`src/common/bbf_map.vh`:
```
`ifndef BBF_MAP_VH
`define BBF_MAP_VH

// Register offsets
`define BBF_OFS_CTRL   12'h000
`define BBF_OFS_ADDR   12'h004
`define BBF_OFS_WDATA  12'h008
`define BBF_OFS_CODES  12'h00c
`define BBF_OFS_UNLK1  12'h010
`define BBF_OFS_UNLK2  12'h014
`define BBF_OFS_STATUS 12'h018

// Control fields
`define BBF_CTRL_OP_LSB  0
`define BBF_CTRL_OP_MSB  2
`define BBF_CTRL_GO      8
`define BBF_CTRL_UNPROT  9

// Status fields
`define BBF_ST_BUSY      0
`define BBF_ST_DONE      1
`define BBF_ST_RDY       2
`define BBF_ST_RD_LSB    8
`define BBF_ST_RD_MSB    15

// Reset values
`define BBF_RST_ADDR     19'h00000
`define BBF_RST_BYTE     8'h00

// Operations
`define BBF_OP_READ      3'h0
`define BBF_OP_WR1       3'h1
`define BBF_OP_CMD3      3'h2
`define BBF_OP_PROG      3'h3
`define BBF_OP_ERASE     3'h4
`define BBF_OP_POLL      3'h5
`define BBF_OP_RST       3'h6

// Timing in ns and derived cycle counts at 25 MHz
`define BBF_CLK_MHZ      25
`define BBF_WP_NS        50
`define BBF_ACC_NS       120
`define BBF_REC_NS       50
`define BBF_RST_NS       500
`define BBF_RSTREC_NS    1000
`define BBF_CYC(ns)      (((ns) * `BBF_CLK_MHZ + 999) / 1000)
`define BBF_WP_CYC       `BBF_CYC(`BBF_WP_NS)
`define BBF_ACC_CYC      (`BBF_CYC(`BBF_ACC_NS) + 2)
`define BBF_REC_CYC      `BBF_CYC(`BBF_REC_NS)
`define BBF_RST_CYC      `BBF_CYC(`BBF_RST_NS)
`define BBF_RSTREC_CYC   `BBF_CYC(`BBF_RSTREC_NS)

`endif

```
`src/rtl/bbf_ctrl.v`:
```
// Local design decisions: register access over APB and the register addresses.
`timescale 1ns/1ps
`default_nettype none
`include "bbf_map.vh"

// Summary of operation
// - Host sends exact unlock pairs
// - Third cycle carries set-up command
// - Fourth program cycle: address and data
// - Erase: second unlock pair, confirm sixth
// - Address on later fall, data on rise
// - Read only with chip and output enable low
module bbf_ctrl (
   input  wire        clk,
   input  wire        resetn,
   input  wire        psel,
   input  wire        penable,
   input  wire        pwrite,
   input  wire [11:0] paddr,
   input  wire [31:0] pwdata,
   output reg  [31:0] prdata,
   output wire        pready,
   output wire        pslverr,
   output reg  [18:0] address_lines,
   input  wire [7:0]  data_lines_in,
   output reg  [7:0]  data_lines_out,
   output reg         data_lines_oe_n,
   output reg         chip_en_n,
   output reg         out_en_n,
   output reg         write_en_n,
   output reg         reset_unprotect_n,
   output reg         high_id_voltage_level,
   input  wire        ready_busy_n
);

   localparam [2:0] S_IDLE  = 3'h0;
   localparam [2:0] S_SETUP = 3'h1;
   localparam [2:0] S_STRB  = 3'h2;
   localparam [2:0] S_RECOV = 3'h3;
   localparam [2:0] S_RST   = 3'h4;
   localparam [2:0] S_RSTW  = 3'h5;

   localparam integer WP_I     = `BBF_WP_CYC;
   localparam integer ACC_I    = `BBF_ACC_CYC;
   localparam integer REC_I    = `BBF_REC_CYC;
   localparam integer RST_I    = `BBF_RST_CYC;
   localparam integer RSTREC_I = `BBF_RSTREC_CYC;
   localparam [7:0]   WP_C     = WP_I[7:0];
   localparam [7:0]   ACC_C    = ACC_I[7:0];
   localparam [7:0]   REC_C    = REC_I[7:0];
   localparam [7:0]   RST_C    = RST_I[7:0];
   localparam [7:0]   RSTREC_C = RSTREC_I[7:0];

   reg [2:0]  state_q;
   reg [7:0]  cnt_q;
   reg [2:0]  step_q;
   reg [2:0]  op_q;
   reg        unprot_q;
   reg [18:0] addr_q;
   reg [7:0]  wdata_q;
   reg [7:0]  setup_q;
   reg [7:0]  confirm_q;
   reg [18:0] u1a_q;
   reg [7:0]  u1d_q;
   reg [18:0] u2a_q;
   reg [7:0]  u2d_q;
   reg        done_q;
   reg [7:0]  rdata_q;
   reg [7:0]  prev_q;
   reg        have_prev_q;

   wire [7:0] din_s;
   wire       rb_s;

   bbf_sync #(.W(8)) u_sync_data (
      .clk    (clk),
      .resetn (resetn),
      .din    (data_lines_in),
      .dout   (din_s)
   );

   bbf_sync #(.W(1)) u_sync_rb (
      .clk    (clk),
      .resetn (resetn),
      .din    (ready_busy_n),
      .dout   (rb_s)
   );

   // APB slave decode
   wire acc    = psel & penable;
   wire wr     = acc & pwrite;
   wire mapped = (paddr == `BBF_OFS_CTRL) || (paddr == `BBF_OFS_ADDR) ||
                 (paddr == `BBF_OFS_WDATA) || (paddr == `BBF_OFS_CODES) ||
                 (paddr == `BBF_OFS_UNLK1) || (paddr == `BBF_OFS_UNLK2) ||
                 (paddr == `BBF_OFS_STATUS);
   wire busy   = (state_q != S_IDLE);
   wire go     = wr && (paddr == `BBF_OFS_CTRL) && pwdata[`BBF_CTRL_GO]
                 && !busy;

   assign pready  = 1'b1;
   assign pslverr = acc & ~mapped;

   always @* begin
      prdata = 32'h00000000;
      case (paddr)
         `BBF_OFS_CTRL: begin
            prdata[`BBF_CTRL_OP_MSB:`BBF_CTRL_OP_LSB] = op_q;
            prdata[`BBF_CTRL_UNPROT] = unprot_q;
         end
         `BBF_OFS_ADDR:  prdata[18:0] = addr_q;
         `BBF_OFS_WDATA: prdata[7:0] = wdata_q;
         `BBF_OFS_CODES: prdata[15:0] = {confirm_q, setup_q};
         `BBF_OFS_UNLK1: prdata[26:0] = {u1a_q, u1d_q};
         `BBF_OFS_UNLK2: prdata[26:0] = {u2a_q, u2d_q};
         `BBF_OFS_STATUS: begin
            prdata[`BBF_ST_BUSY] = busy;
            prdata[`BBF_ST_DONE] = done_q;
            prdata[`BBF_ST_RDY]  = rb_s;
            prdata[`BBF_ST_RD_MSB:`BBF_ST_RD_LSB] = rdata_q;
         end
         default: prdata = 32'h00000000;
      endcase
   end

   // Current bus cycle of the instruction
   reg        st_rd;
   reg        st_last;
   reg [18:0] st_a;
   reg [7:0]  st_d;
   reg [2:0]  last_step;
   wire u1 = (step_q == 3'h0) || (step_q == 3'h3 && op_q == `BBF_OP_ERASE);
   wire u2 = (step_q == 3'h1) || (step_q == 3'h4 && op_q == `BBF_OP_ERASE);

   always @* begin
      st_rd     = 1'b0;
      st_a      = addr_q;
      st_d      = wdata_q;
      last_step = 3'h0;
      case (op_q)
         `BBF_OP_READ, `BBF_OP_POLL: st_rd = 1'b1;
         `BBF_OP_WR1:   last_step = 3'h0;
         `BBF_OP_CMD3:  last_step = 3'h2;
         `BBF_OP_PROG:  last_step = 3'h3;
         `BBF_OP_ERASE: last_step = 3'h5;
         default:       last_step = 3'h0;
      endcase
      if (op_q == `BBF_OP_CMD3 || op_q == `BBF_OP_PROG ||
          op_q == `BBF_OP_ERASE) begin
         if (u1) begin
            st_a = u1a_q;
            st_d = u1d_q;
         end else if (u2) begin
            st_a = u2a_q;
            st_d = u2d_q;
         end else if (step_q == 3'h2) begin
            st_a = u1a_q;
            st_d = setup_q;
         end else if (step_q == 3'h5) begin
            st_d = confirm_q;
         end
      end
      st_last = (step_q == last_step);
   end

   // Register writes
   always @(posedge clk or negedge resetn) begin
      if (!resetn) begin
         op_q      <= `BBF_OP_READ;
         unprot_q  <= 1'b0;
         addr_q    <= `BBF_RST_ADDR;
         wdata_q   <= `BBF_RST_BYTE;
         setup_q   <= `BBF_RST_BYTE;
         confirm_q <= `BBF_RST_BYTE;
         u1a_q     <= `BBF_RST_ADDR;
         u1d_q     <= `BBF_RST_BYTE;
         u2a_q     <= `BBF_RST_ADDR;
         u2d_q     <= `BBF_RST_BYTE;
      end else if (wr && !busy) begin
         case (paddr)
            `BBF_OFS_CTRL: begin
               op_q     <= pwdata[`BBF_CTRL_OP_MSB:`BBF_CTRL_OP_LSB];
               unprot_q <= pwdata[`BBF_CTRL_UNPROT];
            end
            `BBF_OFS_ADDR:  addr_q <= pwdata[18:0];
            `BBF_OFS_WDATA: wdata_q <= pwdata[7:0];
            `BBF_OFS_CODES: begin
               setup_q   <= pwdata[7:0];
               confirm_q <= pwdata[15:8];
            end
            `BBF_OFS_UNLK1: begin
               u1a_q <= pwdata[26:8];
               u1d_q <= pwdata[7:0];
            end
            `BBF_OFS_UNLK2: begin
               u2a_q <= pwdata[26:8];
               u2d_q <= pwdata[7:0];
            end
            default: ;
         endcase
      end
   end

   // Sequencer on the flash pins
   wire finish = (state_q == S_RECOV && cnt_q == REC_C && (st_rd ?
                  (op_q != `BBF_OP_POLL ||
                   (have_prev_q && prev_q[6] == rdata_q[6])) : st_last))
                 || (state_q == S_RSTW && cnt_q >= RSTREC_C && rb_s);
   wire clr_done = wr && (paddr == `BBF_OFS_STATUS) && pwdata[`BBF_ST_DONE];

   always @(posedge clk or negedge resetn) begin
      if (!resetn) begin
         state_q               <= S_IDLE;
         cnt_q                 <= 8'h00;
         step_q                <= 3'h0;
         done_q                <= 1'b0;
         rdata_q               <= 8'h00;
         prev_q                <= 8'h00;
         have_prev_q           <= 1'b0;
         address_lines         <= 19'h00000;
         data_lines_out        <= 8'h00;
         data_lines_oe_n       <= 1'b1;
         chip_en_n             <= 1'b1;
         out_en_n              <= 1'b1;
         write_en_n            <= 1'b1;
         reset_unprotect_n     <= 1'b1;
         high_id_voltage_level <= 1'b0;
      end else begin
         high_id_voltage_level <= unprot_q && reset_unprotect_n &&
                                  (state_q != S_RST);
         if (finish)
            done_q <= 1'b1;
         else if (clr_done)
            done_q <= 1'b0;
         case (state_q)
            S_IDLE: begin
               cnt_q       <= 8'h00;
               step_q      <= 3'h0;
               have_prev_q <= 1'b0;
               if (go) begin
                  if (pwdata[`BBF_CTRL_OP_MSB:`BBF_CTRL_OP_LSB] ==
                      `BBF_OP_RST)
                     state_q <= S_RST;
                  else
                     state_q <= S_SETUP;
               end
            end
            S_SETUP: begin
               address_lines   <= st_a;
               data_lines_out  <= st_d;
               data_lines_oe_n <= st_rd;
               chip_en_n       <= 1'b0;
               cnt_q           <= 8'h01;
               state_q         <= S_STRB;
            end
            S_STRB: begin
               cnt_q <= cnt_q + 8'h01;
               if (st_rd) begin
                  out_en_n <= 1'b0;
                  if (cnt_q == ACC_C + 8'h01) begin
                     rdata_q  <= din_s;
                     out_en_n <= 1'b1;
                     cnt_q    <= 8'h01;
                     state_q  <= S_RECOV;
                  end
               end else begin
                  write_en_n <= 1'b0;
                  if (cnt_q == WP_C + 8'h01) begin
                     write_en_n <= 1'b1;
                     cnt_q      <= 8'h01;
                     state_q    <= S_RECOV;
                  end
               end
            end
            S_RECOV: begin
               cnt_q <= cnt_q + 8'h01;
               if (cnt_q == REC_C) begin
                  chip_en_n       <= 1'b1;
                  data_lines_oe_n <= 1'b1;
                  if (finish) begin
                     state_q <= S_IDLE;
                  end else begin
                     if (op_q == `BBF_OP_POLL) begin
                        prev_q      <= rdata_q;
                        have_prev_q <= 1'b1;
                     end else begin
                        step_q <= step_q + 3'h1;
                     end
                     state_q <= S_SETUP;
                  end
               end
            end
            S_RST: begin
               reset_unprotect_n <= 1'b0;
               cnt_q             <= cnt_q + 8'h01;
               if (cnt_q == RST_C) begin
                  reset_unprotect_n <= 1'b1;
                  cnt_q             <= 8'h00;
                  state_q           <= S_RSTW;
               end
            end
            S_RSTW: begin
               if (cnt_q < RSTREC_C)
                  cnt_q <= cnt_q + 8'h01;
               if (finish)
                  state_q <= S_IDLE;
            end
            default: state_q <= S_IDLE;
         endcase
      end
   end

endmodule

`default_nettype wire

```
`src/rtl/bbf_sync.v`:
```
`timescale 1ns/1ps
`default_nettype none

module bbf_sync #(
   parameter W = 1
) (
   input  wire         clk,
   input  wire         resetn,
   input  wire [W-1:0] din,
   output reg  [W-1:0] dout
);

   reg [W-1:0] meta_q;

   // Two-stage synchroniser
   always @(posedge clk or negedge resetn) begin
      if (!resetn) begin
         meta_q <= {W{1'b0}};
         dout   <= {W{1'b0}};
      end else begin
         meta_q <= din;
         dout   <= meta_q;
      end
   end

endmodule

`default_nettype wire

```
`config.mk`:
```
export PLATFORM = sky130hd
export DESIGN_NAME = bbf_ctrl
export DESIGN_NICKNAME = d
export VERILOG_FILES = /design/src/rtl/bbf_ctrl.v /design/src/rtl/bbf_sync.v
export VERILOG_INCLUDE_DIRS = /design/src /design/src/common
export SDC_FILE = /design/constraint.sdc
export NUM_CORES = 1
export LEC_CHECK = 0
export BUFFER_PORTS_ARGS = -buffer_cell sky130_fd_sc_hd__buf_2
export CORE_ASPECT_RATIO = 1.4
export CORE_MARGIN = 2
export CORE_UTILIZATION = 45
export DETAILED_ROUTE_END_ITERATION = 10
export PLACE_DENSITY_LB_ADDON = 0.2
export SYNTH_ARGS = -nofsm -noshare
export SYNTH_HDL_FRONTEND = slang
export SYNTH_SLANG_ARGS = --single-unit
```
`constraint.sdc`:
```
create_clock -name clk -period 3.7 [get_ports clk]
set_input_delay 0.37 -clock clk [delete_from_list [all_inputs] [get_ports clk]]
set_output_delay 0.37 -clock clk [all_outputs]
set_load 0.005 [all_outputs]
```
==> load_flow_metrics.sql <==
INSERT INTO impl_metrics (metric_group, metric, value, unit) VALUES
('timing', 'finalClockSkew', '13.7', 'ps'),
('timing', 'worstMarginPinSlew', '891', 'ps'),
('global_routing', 'grt_start_max_net_pins', '95', ''),
('pwr', 'leakagePower', '4.92', 'nW'),
('placed_design', 'io_buffers', '113', ''),
('yosys', 'synth-main-ff-cell', 'sky130_fd_sc_hd__dfrtp_1', ''),
('timing', 'worst_rel_slew_slack', '40.6', '%'),
('pwr', 'seq_power_share', '46.0', '%'),
('yosys', 'yosys_warnings', '0', ''),
('yosys', 'synthCells', '724', ''),
('timing', 'setup-tns-final', '0', 'ps'),
('critical_path', 'worst_ep_arrival_time', '2720', 'ps'),
('global_routing', 'globalRoute.totalOverflow', '0', ''),
('global_routing', 'grt.total_usage', '24.9', '%'),
('clock_network', 'cts_max_path_buffers', '2', ''),
('pwr', 'powerDensity', '524', 'nW/um2'),
('global_routing', 'vias_in_the_first_global_route', '6901', ''),
('yosys', 'async_sr_flop_fraction', '100', '%'),
('placed_design', 'finalWeightedCongestion', '0.941', ''),
('timing', 'holdWs', '3.41', 'ps'),
('timing', 'clock_period_minus_final_worst_setup_slack', '3090', 'ps'),
('clock_network', 'cts-buffers-inserted', '17', ''),
('clock_network', 'cts-resized-gates', '0', ''),
('pwr', 'p_switching', '0.00160', 'W'),
('detailed_routing', 'route.detailed.vias_per_inst', '6.16', ''),
('status', 'status', 'finished clean', ''),
('pwr', 'total_power', '0.00526', 'W'),
('floorplan', 'core_region_area', '19100', 'um2'),
('timing', 'maxSlewViolCount', '0', ''),
('placed_design', 'number_of_placed_instances_taps_included', '1057', ''),
('yosys', 'synthesis.area', '8700', 'um2'),
('critical_path', 'cp-start-kind', 'input pin', ''),
('timing', 'setup_repair_after_global_routing_missed_its_margin', 'no', ''),
('final_layout', 'antenna_cells', '0', ''),
('clock_network', 'cts.htree.levels', '4', ''),
('global_routing', 'grt_pass1_wl', '38500', 'um'),
('critical_path', 'rr_endpoint', 'address_lines[10]$_DFFE_PN0P_', ''),
('final_layout', 'stdcell_count', '1088', ''),
('global_routing', 'antenna_found_initial', '0', ''),
('clock_network', 'cts-hold-fix-buffers', '0', ''),
('critical_path', 'end_kind', 'output port', ''),
('clock_network', 'clock-root-buffer', 'sky130_fd_sc_hd__clkbuf_16', ''),
('clock_network', 'worst_skew_pair.late_latency', '430', 'ps'),
('critical_path', 'crit_fanout', '20', ''),
('hold_path', 'min_path_type', 'in -> async', ''),
('pwr', 'p_int', '0.00367', 'W'),
('placed_design', 'dp_hpwl', '17200', 'um'),
('pwr', 'sw_frac_of_total', '30.3', '%'),
('yosys', 'synth-edff-count', '0', ''),
('critical_path', 'endpoint', 'prdata[9]', ''),
('timing', 'max_freq', '323', 'MHz'),
('yosys', 'ff_latch_count_synth', '177', ''),
('floorplan', 'placementRows', '60', ''),
('floorplan', 'die_w', '122', 'um'),
('detailed_routing', 'detail_route.first_pass.iterations', '6', ''),
('critical_path', 'timing.reg2reg.worst_path_depth', '8', ''),
('floorplan', 'design.die.area', '20500', 'um2'),
('critical_path', 'worstSetupPathType', 'in -> out', ''),
('pwr', 'vdd_ir_drop_max', '0.321', 'mV'),
('detailed_routing', 'post_drt_wl_per_cell', '22.9', 'um'),
('floorplan', 'ioPinCount', '125', ''),
('timing', 'hold_viol', '0', ''),
('flow_run', 'drv.max_cap_violation_count', '0', ''),
('floorplan', 'start_util', '45.6', '%'),
('yosys', 'synth-seq-area-share', '51.0', '%'),
('critical_path', 'crit_path_start', 'paddr[9]', ''),
('final_layout', 'num-nets-final', '895', ''),
('detailed_routing', 'drc', '0', ''),
('critical_path', 'crit-reg2reg-launch', 'step_q[1]$_DFFE_PN0P_', ''),
('timing', 'setup_viol', '0', ''),
('clock_network', 'number_of_clock_sinks_seen_by_cts', '177', '');
## final cells by class
| cell class | count | area, um2 |
|---|---|---|
| flip-flops and latches | 177 | 4440 |
| clock inverters | 10 | 78.8 |
| fillers | 1715 | 9020 |
| clock buffers | 21 | 470 |
| inverters | 14 | 52.6 |
| repair buffers | 137 | 752 |
| multi-input cells | 481 | 3940 |
| well taps | 248 | 310 |
## stage by stage
stage / instance area, um2 / setup slack (ps) / util (%)
floorplan: 8720 / 1200 / -
global placement: 9490 / 653 / 49.8
detailed placement: 9490 / 585 / 49.8
CTS: 10000 / 611 / 52.7
global route: 10000 / 509 / 52.7
finish: 10000 / 608 / 52.7
## flip-flops by register name, summed over array words and instances (netlist names), 3 cells and up
| name | flops |
|---|---|
| data_lines_out | 8 |
| address_lines | 19 |
| u1d_q | 8 |
| addr_q | 19 |
| wdata_q | 8 |
| u2d_q | 8 |
| cnt_q | 8 |
| u_sync_data.meta_q | 8 |
| u_sync_data.dout | 8 |
| rdata_q | 8 |
| confirm_q | 8 |
| step_q | 3 |
| u2a_q | 19 |
| u1a_q | 19 |
| state_q | 3 |
| op_q | 3 |
| setup_q | 8 |
## cell usage after synthesis (all sizes together), types with 3 or more instances
| library cell | count | area, um2 |
|---|---|---|
| and3 | 12 | 75.1 |
| dfrtp | 172 | 4300 |
| nor2 | 33 | 124 |
| and2 | 4 | 25.0 |
| mux2 | 112 | 1260 |
| or4 | 4 | 33.8 |
| a211oi | 4 | 35.0 |
| a22o | 10 | 87.6 |
| nor3 | 8 | 40.0 |
| nand2 | 44 | 165 |
| and4 | 3 | 26.3 |
| a211o | 10 | 87.6 |
| o221a | 19 | 214 |
| xor2 | 8 | 70.1 |
| dfstp | 5 | 131 |
| nor2b | 8 | 50.1 |
| a222oi | 18 | 180 |
| a31oi | 4 | 25.0 |
| and3b | 4 | 35.0 |
| a22oi | 21 | 158 |
| clkbuf | 30 | 113 |
| or3 | 7 | 43.8 |
| nand3 | 8 | 45.0 |
| nor4 | 5 | 46.3 |
| o32ai | 19 | 166 |
| nor3b | 3 | 27.5 |
| mux2i | 32 | 320 |
| o21ai | 10 | 50.1 |
| buf | 26 | 180 |
| inv | 14 | 52.6 |
| a21oi | 24 | 120 |
| o21bai | 3 | 22.5 |
| ha | 9 | 113 |
## worst max-delay path, cell delays in order
cell and delay [ps]:
sky130_fd_sc_hd__buf_2 90, sky130_fd_sc_hd__or4_4 610, sky130_fd_sc_hd__nor4b_2 310, sky130_fd_sc_hd__and3b_1 550, sky130_fd_sc_hd__buf_4 400, sky130_fd_sc_hd__a22oi_1 140, sky130_fd_sc_hd__nand3_1 120, sky130_fd_sc_hd__buf_2 120
## cells by family (layout without fill, tap and decap cells)
group           Yosys count  count (layout)  share of synthesized area [%]
flops                   177             177                           51.0
compound gates          159             159                           14.9
simple gates            154             154                           9.69
mux                     144             144                           18.2
buf+inv                  70             182                           3.97
fa+ha+maj                 9               9                           1.29
xor+xnor                  9               9                          0.906
other cells               2               6                         0.0863
## per-layer routing
layer  global-route usage, %  vias to the layer above  part of all wire [%]
li1                        -                     2931                     -
met5                       0                        -                     0
met3                    4.89                       49                   5.8
met1                    30.5                     3452                    40
met2                    42.7                      266                    51
met4                    10.5                        0                   3.0
## worst min-delay path by stage
stage / to
after floorplan: addr_q[0]$_DFFE_PN0P_
after global placement: u_sync_data.dout[5]$_DFF_PN0_
after detailed placement: u_sync_data.dout[6]$_DFF_PN0_
after CTS: u_sync_data.meta_q[7]$_DFF_PN0_
after global routing: u_sync_data.meta_q[7]$_DFF_PN0_
final: u_sync_data.meta_q[6]$_DFF_PN0_
## power by group through the flow
stage                     registers, W  clock network, W  logic (W)
final                          0.00242           0.00169    0.00115
after global routing           0.00245           0.00180    0.00127
after CTS                      0.00242           0.00172    0.00116
after detailed placement       0.00245                 0    0.00116
after global placement         0.00245                 0    0.00113
after floorplan                0.00236                 0   0.000729
(Power assumes the default switching activity.)
